$ cat src/capture_timer_pkg.sv
package capture_timer_pkg;

    // ****************************************************************
    // Register map, word index on the plain register port
    // ****************************************************************
    localparam int ADDR_W = 4;

    localparam logic [3:0] OFS_TIMER_MODE_CONTROL = 4'h0;
    localparam logic [3:0] OFS_PRESCALER_MODE     = 4'h1;
    localparam logic [3:0] OFS_CAPTURE_CONTROL    = 4'h2;
    localparam logic [3:0] OFS_OUTPUT_CONTROL     = 4'h3;
    localparam logic [3:0] OFS_CAPTURE_REG_FIRST  = 4'h4;
    localparam logic [3:0] OFS_CAPTURE_REG_SECOND = 4'h5;
    localparam logic [3:0] OFS_MAIN_COUNT         = 4'h6;
    localparam logic [3:0] OFS_EXT_COUNT          = 4'h7;
    localparam logic [3:0] OFS_IRQ_STATUS         = 4'h8;
    localparam logic [3:0] OFS_IRQ_MASK           = 4'h9;

    // ****************************************************************
    // Field positions
    // ****************************************************************
    localparam int MODE_LSB = 0;
    localparam int MODE_W   = 3;

    localparam int PRIMARY_EDGE_LSB   = 0;
    localparam int SECONDARY_EDGE_LSB = 2;
    localparam int DIV_SEL_LSB        = 4;
    localparam int DIV_SEL_W          = 3;

    localparam int CAP_FIRST_BIT      = 0;
    localparam int REVERSE_PHASE_BIT  = 1;
    localparam int CAP_SECOND_BIT     = 2;

    localparam int OUT_ENABLE_BIT     = 0;
    localparam int OUT_INV_FIRST_BIT  = 1;
    localparam int OUT_INV_SECOND_BIT = 2;
    localparam int OUT_INV_CLEAR_BIT  = 3;
    localparam int OUT_LEVEL_BIT      = 4;
    localparam int OUT_LOAD_BIT       = 5;
    localparam int OUT_TRIGGER_BIT    = 6;
    localparam int OUT_CTL_W          = 5;

    localparam int IRQ_FIRST_BIT  = 0;
    localparam int IRQ_SECOND_BIT = 1;
    localparam int IRQ_OVF_BIT    = 2;
    localparam int IRQ_W          = 3;

    // ****************************************************************
    // Operating modes held in the mode field
    // ****************************************************************
    localparam logic [2:0] MODE_STOP        = 3'h0;
    localparam logic [2:0] MODE_INTERVAL    = 3'h1;
    localparam logic [2:0] MODE_CLEAR_START = 3'h2;
    localparam logic [2:0] MODE_EVENT       = 3'h3;
    localparam logic [2:0] MODE_ONE_SHOT    = 3'h4;
    localparam logic [2:0] MODE_PPG         = 3'h5;
    localparam logic [2:0] MODE_CASCADE     = 3'h6;

    // ****************************************************************
    // Edge selection codes
    // ****************************************************************
    localparam logic [1:0] EDGE_FALLING = 2'h0;
    localparam logic [1:0] EDGE_RISING  = 2'h1;
    localparam logic [1:0] EDGE_BOTH    = 2'h3;

    localparam int CLOCK_MHZ = 200;

    typedef struct packed {
        logic rise;
        logic fall;
        logic valid;
    } edge_s;

endpackage

$ cat src/capture_timer_16bit.sv
// Contract
// RL1: In interval mode an interrupt is raised each time the count reaches the first compare value.
// RL2: The timer output can toggle on each compare match, giving a square wave set by the compare.
// RL3: In event mode the count steps once for each valid edge on input pin A.
// RL4: One-shot mode drives a single pulse that starts and ends at the two compare values.
// RL5: PPG mode repeats a wave whose period and high width are set by the two compare values.
// RL6: Pulse durations are measured by capturing the count on input pin edges.
// RL7: Cascade mode chains an 8-bit counter clocked by pin A events ahead of the 16-bit count.
// RL8: In cascade mode pin A events are only accepted while the gate input is high.
// RL9: With reverse phase set, the first capture takes pin A on the edge opposite the valid edge.
// RL10: A reverse-phase capture into the first register raises no first interrupt.
// RL11: With reverse phase clear, the first capture takes pin B edges per the secondary field.
// RL12: The second capture takes pin A edges per the primary field, both edges included.
// RL13: Second captures do not depend on the reverse-phase bit.
// RL14: With reverse phase set, a pin B edge captures nothing but still raises the first interrupt.
// RL15: Clear-and-start mode clears on the valid pin A edge and captures on the opposite edge.
// RL16: The output can be set to invert each time the count is captured and cleared.
// RL17: Reset clears count, captures and selections, and the count stays stopped until enabled.
`timescale 1ns/100ps

module capture_timer_16bit #(
    parameter int DATA_W = 16,
    parameter int EXT_W  = 8
) (
    input  wire logic                               CLOCK,
    input  wire logic                               RST_N,
    input  wire logic [capture_timer_pkg::ADDR_W-1:0] ADDR,
    input  wire logic [DATA_W-1:0]                  WDATA,
    input  wire logic                               WR,
    input  wire logic                               RD,
    output logic      [DATA_W-1:0]                  RDATA,
    input  wire logic                               INPUT_PIN_A,
    input  wire logic                               INPUT_PIN_B,
    input  wire logic                               EVENT_GATE,
    output logic                                    TIMER_OUTPUT_PIN,
    output logic                                    IRQ_CAPTURE_FIRST,
    output logic                                    IRQ_CAPTURE_SECOND,
    output logic                                    IRQ
);

    // **********
    // Types and helpers
    // **********
    typedef enum logic {OS_IDLE, OS_RUN} one_shot_e;

    localparam int DIV_W = 8;

    function automatic logic div_tick(input logic [DIV_W-1:0] cnt,
                                      input logic [capture_timer_pkg::DIV_SEL_W-1:0] sel);
        logic [DIV_W-1:0] mask;
        mask = DIV_W'((9'h001 << sel) - 9'h001);
        return (cnt & mask) == '0;
    endfunction

    function automatic logic is_addr(input logic [capture_timer_pkg::ADDR_W-1:0] a,
                                     input logic [capture_timer_pkg::ADDR_W-1:0] ofs);
        return a == ofs;
    endfunction

    // **********
    // Registers
    // **********
    logic [capture_timer_pkg::MODE_W-1:0]     mode_q;
    logic [6:0]                               prescale_q;
    logic [2:0]                               capctl_q;
    logic [capture_timer_pkg::OUT_CTL_W-1:0]  outctl_q;
    logic [DATA_W-1:0]                        first_q;
    logic [DATA_W-1:0]                        first_d;
    logic [DATA_W-1:0]                        second_q;
    logic [DATA_W-1:0]                        second_d;
    logic [DATA_W-1:0]                        count_q;
    logic [DATA_W-1:0]                        count_d;
    logic [EXT_W-1:0]                         ext_q;
    logic [EXT_W-1:0]                         ext_d;
    logic [capture_timer_pkg::IRQ_W-1:0]      status_q;
    logic [capture_timer_pkg::IRQ_W-1:0]      status_d;
    logic [capture_timer_pkg::IRQ_W-1:0]      mask_q;
    logic [DIV_W-1:0]                         div_q;
    logic                                     out_q;
    logic                                     out_d;
    one_shot_e                                os_q;
    one_shot_e                                os_d;
    logic [DATA_W-1:0]                        rdata_q;
    logic                                     irq_q;
    logic                                     irq_first_q;
    logic                                     irq_second_q;

    // **********
    // Register port decode
    // **********
    wire wr_mode   = WR && is_addr(ADDR, capture_timer_pkg::OFS_TIMER_MODE_CONTROL);
    wire wr_pre    = WR && is_addr(ADDR, capture_timer_pkg::OFS_PRESCALER_MODE);
    wire wr_capctl = WR && is_addr(ADDR, capture_timer_pkg::OFS_CAPTURE_CONTROL);
    wire wr_outctl = WR && is_addr(ADDR, capture_timer_pkg::OFS_OUTPUT_CONTROL);
    wire wr_first  = WR && is_addr(ADDR, capture_timer_pkg::OFS_CAPTURE_REG_FIRST);
    wire wr_second = WR && is_addr(ADDR, capture_timer_pkg::OFS_CAPTURE_REG_SECOND);
    wire wr_status = WR && is_addr(ADDR, capture_timer_pkg::OFS_IRQ_STATUS);
    wire wr_mask   = WR && is_addr(ADDR, capture_timer_pkg::OFS_IRQ_MASK);

    wire out_load    = wr_outctl && WDATA[capture_timer_pkg::OUT_LOAD_BIT];
    wire out_trigger = wr_outctl && WDATA[capture_timer_pkg::OUT_TRIGGER_BIT];

    // **********
    // Field decode
    // **********
    wire [1:0] primary_edge_sel   = prescale_q[capture_timer_pkg::PRIMARY_EDGE_LSB +: 2];
    wire [1:0] secondary_edge_sel = prescale_q[capture_timer_pkg::SECONDARY_EDGE_LSB +: 2];
    wire [capture_timer_pkg::DIV_SEL_W-1:0] div_sel =
        prescale_q[capture_timer_pkg::DIV_SEL_LSB +: capture_timer_pkg::DIV_SEL_W];

    wire cap_first_mode       = capctl_q[capture_timer_pkg::CAP_FIRST_BIT];
    wire reverse_phase_select = capctl_q[capture_timer_pkg::REVERSE_PHASE_BIT];
    wire cap_second_mode      = capctl_q[capture_timer_pkg::CAP_SECOND_BIT];

    wire out_enable     = outctl_q[capture_timer_pkg::OUT_ENABLE_BIT];
    wire out_inv_first  = outctl_q[capture_timer_pkg::OUT_INV_FIRST_BIT];
    wire out_inv_second = outctl_q[capture_timer_pkg::OUT_INV_SECOND_BIT];
    wire out_inv_clear  = outctl_q[capture_timer_pkg::OUT_INV_CLEAR_BIT];

    wire m_interval = mode_q == capture_timer_pkg::MODE_INTERVAL;
    wire m_clear    = mode_q == capture_timer_pkg::MODE_CLEAR_START;
    wire m_event    = mode_q == capture_timer_pkg::MODE_EVENT;
    wire m_one_shot = mode_q == capture_timer_pkg::MODE_ONE_SHOT;
    wire m_ppg      = mode_q == capture_timer_pkg::MODE_PPG;
    wire m_cascade  = mode_q == capture_timer_pkg::MODE_CASCADE;

    // **********
    // Pin edges
    // **********
    capture_timer_pkg::edge_s a_evt;
    capture_timer_pkg::edge_s a_any;
    capture_timer_pkg::edge_s b_evt;

    edge_detect u_edge_a (
        .clk   (CLOCK),
        .rst_n (RST_N),
        .pin   (INPUT_PIN_A),
        .sel   (primary_edge_sel),
        .evt   (a_evt)
    );

    edge_detect u_edge_b (
        .clk   (CLOCK),
        .rst_n (RST_N),
        .pin   (INPUT_PIN_B),
        .sel   (secondary_edge_sel),
        .evt   (b_evt)
    );

    assign a_any = a_evt;

    // The edge opposite the valid one; code 11 has no opposite and never captures.
    wire a_reverse = (primary_edge_sel == capture_timer_pkg::EDGE_RISING  && a_any.fall) ||
                     (primary_edge_sel == capture_timer_pkg::EDGE_FALLING && a_any.rise); // RL9

    // **********
    // Count enable and compare
    // **********
    wire pre_tick = div_tick(div_q, div_sel);
    wire ext_step = m_cascade && EVENT_GATE && a_evt.valid; // RL8
    wire ext_wrap = ext_step && (ext_q == {EXT_W{1'b1}});

    wire count_en = ((m_interval || m_clear || m_ppg) && pre_tick) ||
                    (m_event && a_evt.valid) || // RL3
                    (m_one_shot && os_q == OS_RUN && pre_tick) ||
                    ext_wrap; // RL7

    wire match_first  = !cap_first_mode && count_q == first_q;
    wire match_second = !cap_second_mode && count_q == second_q;
    wire hit_first    = count_en && match_first;
    wire hit_second   = count_en && match_second;
    wire overflow     = count_en && count_q == {DATA_W{1'b1}};

    // Clear-and-start takes the valid pin A edge as its clear.
    wire pin_clear   = m_clear && a_evt.valid; // RL15
    wire wrap_clear  = hit_first && (m_interval || m_event || m_ppg || m_one_shot); // RL1
    wire os_start    = m_one_shot && out_trigger && os_q == OS_IDLE;

    always_comb begin
        count_d = count_q;
        if (pin_clear || os_start) begin
            count_d = '0;
        end else if (wrap_clear) begin
            count_d = '0;
        end else if (count_en) begin
            count_d = count_q + 1'b1;
        end
    end

    always_comb begin
        ext_d = ext_q;
        if (!m_cascade) begin
            ext_d = '0;
        end else if (ext_step) begin
            ext_d = ext_q + 1'b1; // RL7
        end
    end

    always_comb begin
        os_d = os_q;
        case (os_q)
            OS_IDLE: begin
                if (os_start) begin
                    os_d = OS_RUN;
                end
            end
            OS_RUN: begin
                if (!m_one_shot || hit_first) begin
                    os_d = OS_IDLE; // RL4
                end
            end
            default: begin
                os_d = OS_IDLE;
            end
        endcase
    end

    // **********
    // Captures
    // **********
    // Pin B keeps its interrupt in both phases; only the capture source moves.
    wire cap_first_take  = cap_first_mode &&
                           (reverse_phase_select ? a_reverse : b_evt.valid); // RL9 RL11 RL15
    wire cap_first_irq   = cap_first_mode && b_evt.valid; // RL10 RL11 RL14
    wire cap_second_take = cap_second_mode && a_evt.valid; // RL12 RL13

    always_comb begin
        first_d = first_q;
        if (cap_first_take) begin
            first_d = count_q; // RL6
        end else if (wr_first && !cap_first_mode) begin
            first_d = WDATA;
        end
    end

    always_comb begin
        second_d = second_q;
        if (cap_second_take) begin
            second_d = count_q; // RL6
        end else if (wr_second && !cap_second_mode) begin
            second_d = WDATA;
        end
    end

    // **********
    // Timer output
    // **********
    always_comb begin
        out_d = out_q;
        if (!out_enable) begin
            out_d = 1'b0;
        end else if (out_load) begin
            out_d = WDATA[capture_timer_pkg::OUT_LEVEL_BIT];
        end else if (m_ppg) begin
            if (wrap_clear) begin
                out_d = 1'b1; // RL5
            end else if (hit_second) begin
                out_d = 1'b0; // RL5
            end
        end else if (m_one_shot) begin
            if (hit_second) begin
                out_d = 1'b1; // RL4
            end else if (hit_first) begin
                out_d = 1'b0; // RL4
            end
        end else if (pin_clear && out_inv_clear) begin
            out_d = ~out_q; // RL16
        end else if ((hit_first && out_inv_first) ^ (hit_second && out_inv_second)) begin
            out_d = ~out_q; // RL2
        end
    end

    // **********
    // Interrupt status
    // **********
    logic [capture_timer_pkg::IRQ_W-1:0] events;

    assign events[capture_timer_pkg::IRQ_FIRST_BIT]  = hit_first || cap_first_irq; // RL1 RL14
    assign events[capture_timer_pkg::IRQ_SECOND_BIT] = hit_second || cap_second_take; // RL12
    assign events[capture_timer_pkg::IRQ_OVF_BIT]    = overflow;

    // A new event in the clearing cycle survives the clear.
    assign status_d = (status_q & ~(wr_status ? WDATA[capture_timer_pkg::IRQ_W-1:0] : '0)) |
                      events;

    // **********
    // Read mux
    // **********
    logic [DATA_W-1:0] rd_mux;

    always_comb begin
        rd_mux = '0;
        case (ADDR)
            capture_timer_pkg::OFS_TIMER_MODE_CONTROL: rd_mux = DATA_W'(mode_q);
            capture_timer_pkg::OFS_PRESCALER_MODE:     rd_mux = DATA_W'(prescale_q);
            capture_timer_pkg::OFS_CAPTURE_CONTROL:    rd_mux = DATA_W'(capctl_q);
            capture_timer_pkg::OFS_OUTPUT_CONTROL:     rd_mux = DATA_W'(outctl_q);
            capture_timer_pkg::OFS_CAPTURE_REG_FIRST:  rd_mux = first_q;
            capture_timer_pkg::OFS_CAPTURE_REG_SECOND: rd_mux = second_q;
            capture_timer_pkg::OFS_MAIN_COUNT:         rd_mux = count_q;
            capture_timer_pkg::OFS_EXT_COUNT:          rd_mux = DATA_W'(ext_q);
            capture_timer_pkg::OFS_IRQ_STATUS:         rd_mux = DATA_W'(status_q);
            capture_timer_pkg::OFS_IRQ_MASK:           rd_mux = DATA_W'(mask_q);
            default:                                   rd_mux = '0;
        endcase
    end

    // **********
    // Configuration flops
    // **********
    always_ff @(posedge CLOCK or negedge RST_N) begin
        if (!RST_N) begin
            mode_q     <= capture_timer_pkg::MODE_STOP; // RL17
            prescale_q <= '0;
            capctl_q   <= '0;
            outctl_q   <= '0;
            mask_q     <= '0;
        end else begin
            if (wr_mode) mode_q <= WDATA[capture_timer_pkg::MODE_LSB +: capture_timer_pkg::MODE_W];
            if (wr_pre) prescale_q <= WDATA[6:0];
            if (wr_capctl) capctl_q <= WDATA[2:0];
            if (wr_outctl) outctl_q <= WDATA[capture_timer_pkg::OUT_CTL_W-1:0];
            if (wr_mask) mask_q <= WDATA[capture_timer_pkg::IRQ_W-1:0];
        end
    end

    // **********
    // Counting flops
    // **********
    // The divider runs only while a mode is active, so a restart has a known phase.
    always_ff @(posedge CLOCK or negedge RST_N) begin
        if (!RST_N) begin
            div_q    <= '0;
            count_q  <= '0; // RL17
            ext_q    <= '0;
            first_q  <= '0;
            second_q <= '0;
            os_q     <= OS_IDLE;
            out_q    <= 1'b0;
            status_q <= '0;
        end else begin
            div_q    <= (mode_q == capture_timer_pkg::MODE_STOP) ? '0 : div_q + 1'b1;
            count_q  <= count_d;
            ext_q    <= ext_d;
            first_q  <= first_d;
            second_q <= second_d;
            os_q     <= os_d;
            out_q    <= out_d;
            status_q <= status_d;
        end
    end

    // **********
    // Output flops
    // **********
    always_ff @(posedge CLOCK or negedge RST_N) begin
        if (!RST_N) begin
            rdata_q      <= '0;
            irq_q        <= 1'b0;
            irq_first_q  <= 1'b0;
            irq_second_q <= 1'b0;
        end else begin
            rdata_q      <= RD ? rd_mux : '0;
            irq_q        <= |(status_d & mask_q);
            irq_first_q  <= events[capture_timer_pkg::IRQ_FIRST_BIT];
            irq_second_q <= events[capture_timer_pkg::IRQ_SECOND_BIT];
        end
    end

    assign RDATA              = rdata_q;
    assign TIMER_OUTPUT_PIN   = out_q;
    assign IRQ                = irq_q;
    assign IRQ_CAPTURE_FIRST  = irq_first_q;
    assign IRQ_CAPTURE_SECOND = irq_second_q;

endmodule // capture_timer_16bit

$ cat src/edge_detect.sv
`timescale 1ns/100ps

module edge_detect (
    input  wire logic                         clk,
    input  wire logic                         rst_n,
    input  wire logic                         pin,
    input  wire logic [1:0]                   sel,
    output capture_timer_pkg::edge_s          evt
);

    // ****************************************************************
    // Edge detection on a pin already synchronous to the clock
    // ****************************************************************
    logic pin_q;
    logic rise;
    logic fall;

    always_ff @(posedge clk or negedge rst_n) begin
        if (!rst_n) begin
            pin_q <= 1'b0;
        end else begin
            pin_q <= pin;
        end
    end

    assign rise = pin & ~pin_q;
    assign fall = ~pin & pin_q;

    // Code 10 selects no edge at all.
    assign evt.rise  = rise;
    assign evt.fall  = fall;
    assign evt.valid = (sel == capture_timer_pkg::EDGE_RISING  && rise) ||
                       (sel == capture_timer_pkg::EDGE_FALLING && fall) ||
                       (sel == capture_timer_pkg::EDGE_BOTH    && (rise || fall));

endmodule // edge_detect

$ cat config.mk
export PLATFORM = sky130hd
export DESIGN_NAME = capture_timer_16bit
export DESIGN_NICKNAME = d
export VERILOG_FILES = /design/src/capture_timer_pkg.sv /design/src/capture_timer_16bit.sv /design/src/edge_detect.sv
export SDC_FILE = /design/constraint.sdc
export NUM_CORES = 1
export LEC_CHECK = 0
export BUFFER_PORTS_ARGS = -buffer_cell sky130_fd_sc_hd__buf_2
export CAP_MARGIN = 30
export CORE_AREA = 2 2 152 168
export DETAILED_ROUTE_END_ITERATION = 10
export DIE_AREA = 0 0 154 170
export GPL_TIMING_DRIVEN = 0
export SETUP_SLACK_MARGIN = 0.4
export SLEW_MARGIN = 10
export SYNTH_ARGS = -nofsm -noshare
export SYNTH_HDL_FRONTEND = slang
export SYNTH_SLANG_ARGS = --single-unit
$ cat constraint.sdc
create_clock -name CLOCK -period 4.5 [get_ports CLOCK]
set_clock_uncertainty 0.15 [all_clocks]
set_input_delay 0 -clock CLOCK [delete_from_list [all_inputs] [get_ports CLOCK]]
set_output_delay 0 -clock CLOCK [all_outputs]
set_load 0.1 [all_outputs]
==> impl_metrics.csv <==
group,metric,value,unit
power,power.leakage,3.342,nW
timing,hold_viol_final,0,
cts,htree_levels,3,
timing,tns,0,ns
yosys,yosys_warnings,0,
floorplanning,start_util,24.74,%
cts,cts_setup_buffers,0,
final_layout,antenna_cells,0,
route,dr.pass1.iters,5,
power,irDropWorstVdd,0.1807,mV
floorplanning,core,24400,µm²
grt,globalRouteMet3Util,2.597,%
placed_design,place_ws,1.489,ns
route,drt_iter0_markers,491,
timing,maxSlewViolCount,0,
cts,clockBufferDepth,2,
floorplanning,rows,60,
route,drcViolationCount,0,
yosys,syn_area_per_cell,9.358,µm²
final_layout,final_cell_area,7249,µm²
grt,gr-max-usage-layer,"met2",
route,final_antenna_net_count,0,
yosys,post_synth_num_cell_types,62,
grt,met1_usage,18.81,%
timing,rsz0062_at_grt,"no",
outcome,status,"finished clean",
grt,antenna_found_initial,0,
yosys,ys_seq_area_share,45.61,%
power,clkPwrFrac,26.4,%
timing,fin_crit_sh,67.86,%
floorplanning,die-area,26180,µm²
power,p_comb_share,30.7,%
final_layout,syn_to_final_growth,20.11,%
final_layout,final_common_cell,"nand2_1",
final_layout,layout_common_cells,"127 x nand2_1, 110 x dfrtp_1, 60 x buf_2, 60 x nor2_1, 38 x a22oi_1",
cts,cts-root-buf,"clkbuf_16",
grt,grtUsageTotal,13.68,%
critical_path,critPathKind,"reg2reg",
yosys,ys_ff_latch,110,
placed_design,place_congestion,0.9033,
route,vias,5040,
cts,post_cts_resized,0,
critical_path,r2r-start,"u_edge_a.pin_q$_DFF_PN0_",
yosys,synth_edf_count,0,
cts,cts.sinks,110,
placed_design,placed_area,6683,µm²
power,power_density,430.4,nW/µm²
cts,hold_buffers,26,
route,viasPerCell,4.832,
cts,cts-buffers-inserted,9,
critical_path,cp-start-kind,"flop",
timing,setup_viol,0,
power,power_switching,1.153,mW
yosys,synth-main-ff-cell,"dfrtp_1",
timing,fmax,327.5,MHz
timing,period_needed,3.054,ns
yosys,synth_area,6036,µm²
critical_path,cp.arrival,3.16,ns
power,p_sw_share,36.95,%
yosys,synth_nets,679,
yosys,async_flop_share,100.0,%
placed_design,io_buffers,45,
final_layout,layout-drive-gt1-share,16.51,%
yosys,synth_cells,645,
worst_hold_path,hp-class,"in2async",
placed_design,dp_hpwl,12780,µm
flow_run,maxCapViolCount,0,
grt,grt_max_degree,77,
critical_path,endpoint_kind,"flop",
power,p_seq_share,42.9,%
timing,worst_pin_slew,1.085,ns
route,drt-total-wl,17500,µm
floorplanning,ios,47,
cts,clk_latency,0.36,ns
timing,max_slew_margin,27.66,%
critical_path,crit_required,4.60,ns
grt,grt_overflow,0,
cts,clk_pin_slew,0.08,ns
route,avgRoutedWirePerCell,16.78,µm
grt,grt_pass1_vias,4885,
cts,cts_tree,"done",
floorplanning,die_w,154,µm
floorplanning,die_y,170,µm
power,intPower,1.967,mW
critical_path,crit_fanout,7,
grt,use_met2,22.07,%
grt,grt_pass1_wl,27900,µm
timing,setup_ws,1.446,ns
final_layout,fin_nets,762,
critical_path,startpoint,"u_edge_a.pin_q$_DFF_PN0_",
[cells in the mapped netlist, types with 4 or more instances]
master,number,area (µm²)
a21oi_1,26,130.1
a22oi_1,38,285.3
and3_1,11,68.82
buf_1,6,22.52
buf_2,16,80.08
clkbuf_1,20,75.07
dfrtp_1,110,2753
ha_1,7,87.58
inv_1,9,33.78
mux2_2,21,236.5
mux2i_1,11,110.1
mux4_2,5,112.6
nand2_1,127,476.7
nand2b_1,5,31.28
nand3_1,18,90.09
nand4_1,11,68.82
nor2_1,60,225.2
nor2_2,4,25.02
nor2b_1,11,68.82
nor3_1,7,35.03
o21ai_0,7,35.03
o22ai_1,5,31.28
o31ai_1,4,30.03
xnor2_1,28,245.2
xor2_1,27,236.5
[path summary, 6_finish.rpt]
check	cells past startpoint	slack [ns]	endpoint
worst max register to register	10	1.45	count_q[14]$_DFFE_PN0P_
worst min-delay path	3	0.003	RDATA[5]$_DFF_PN0_
worst min register to register	2	0.37	first_q[8]$_DFFE_PN0P_
max in group asynchronous	3	3.78	count_q[5]$_DFFE_PN0P_
worst max-delay path	10	1.45	count_q[14]$_DFFE_PN0P_
min in group CLOCK	4	0.03	first_q[5]$_DFFE_PN0P_
[through the flow]
step / power [mW] / util, % / std cells / hold slack, ns
floorplan: 1.990 / - / 645 / -0.4456
global placement: 2.258 / 27.25 / 1000 / -0.01018
detailed placement: 2.281 / 27.39 / 1001 / -0.2305
CTS: 3.139 / 29.71 / 1043 / 0.006244
global route: 3.303 / 29.71 / 1043 / 0.03328
finish: 3.120 / 29.71 / 1043 / 0.003092
[registers in the layout, indices dropped and copies added (netlist names)]
| register | cells |
|---|---|
| second_q | 16 |
| mask_q | 3 |
| u_edge_a.pin_q | 1 |
| capctl_q | 3 |
| status_q | 3 |
| IRQ_CAPTURE_SECOND | 1 |
| TIMER_OUTPUT_PIN | 1 |
| prescale_q | 7 |
| RDATA | 16 |
| mode_q | 3 |
| IRQ_CAPTURE_FIRST | 1 |
| count_q | 16 |
| ext_q | 8 |
| div_q | 7 |
| IRQ | 1 |
| first_q | 16 |
| outctl_q | 5 |
| os_q | 1 |
| u_edge_b.pin_q | 1 |
[power by group through the flow]
stage / combinational, mW / sequential [mW] / clock [mW]
finish: 0.957 / 1.34 / 0.823
global route: 1.06 / 1.37 / 0.881
global placement: 0.906 / 1.35 / 0
CTS: 0.956 / 1.34 / 0.846
floorplan: 0.593 / 1.40 / 0
detailed placement: 0.926 / 1.36 / 0
[cell families (layout without fill, tap and decap cells)]
logic type,count (synthesis),in the layout,share of synthesized area [%]
and+or+nand+nor,277,277,21.17
DFF,110,110,45.61
AOI/OAI and AO/OA,106,106,12.23
xor gates and xnor gates,56,56,8.251
buffers and inverters,52,140,3.690
muxes,37,37,7.608
adders and majority gates,7,7,1.451
[per-layer routing]
metal | part of all wire [%] | vias up
met4 | 1.7 | 0
met3 | 5.8 | 22
met2 | 46 | 195
met5 | 0 | -
met1 | 46 | 2424
li1 | - | 2399
[critical path, stage by stage, from the launching register on]
cell and delay, ns:
dfrtp_1 0.35, inv_1 0.04, ha_1 0.19, or2_1 0.24, a32oi_2 0.33, nor2_1 0.10, a222oi_1 0.90, nor3_2 0.18
and4_4 0.27, xnor2_1 0.14, nor2_1 0.06
[layout make-up]
type,count,area [µm²]
fillers,2564,17150
multi-input cells,483,3060
flip-flops and latches,110,2753
repair buffers,72,529.3
well taps,310,387.9
clock buffers,10,229.0
plain buffers,43,188.9
clock inverters,6,67.56
inverters,9,33.78
Power figures use the tool's default switching activity.
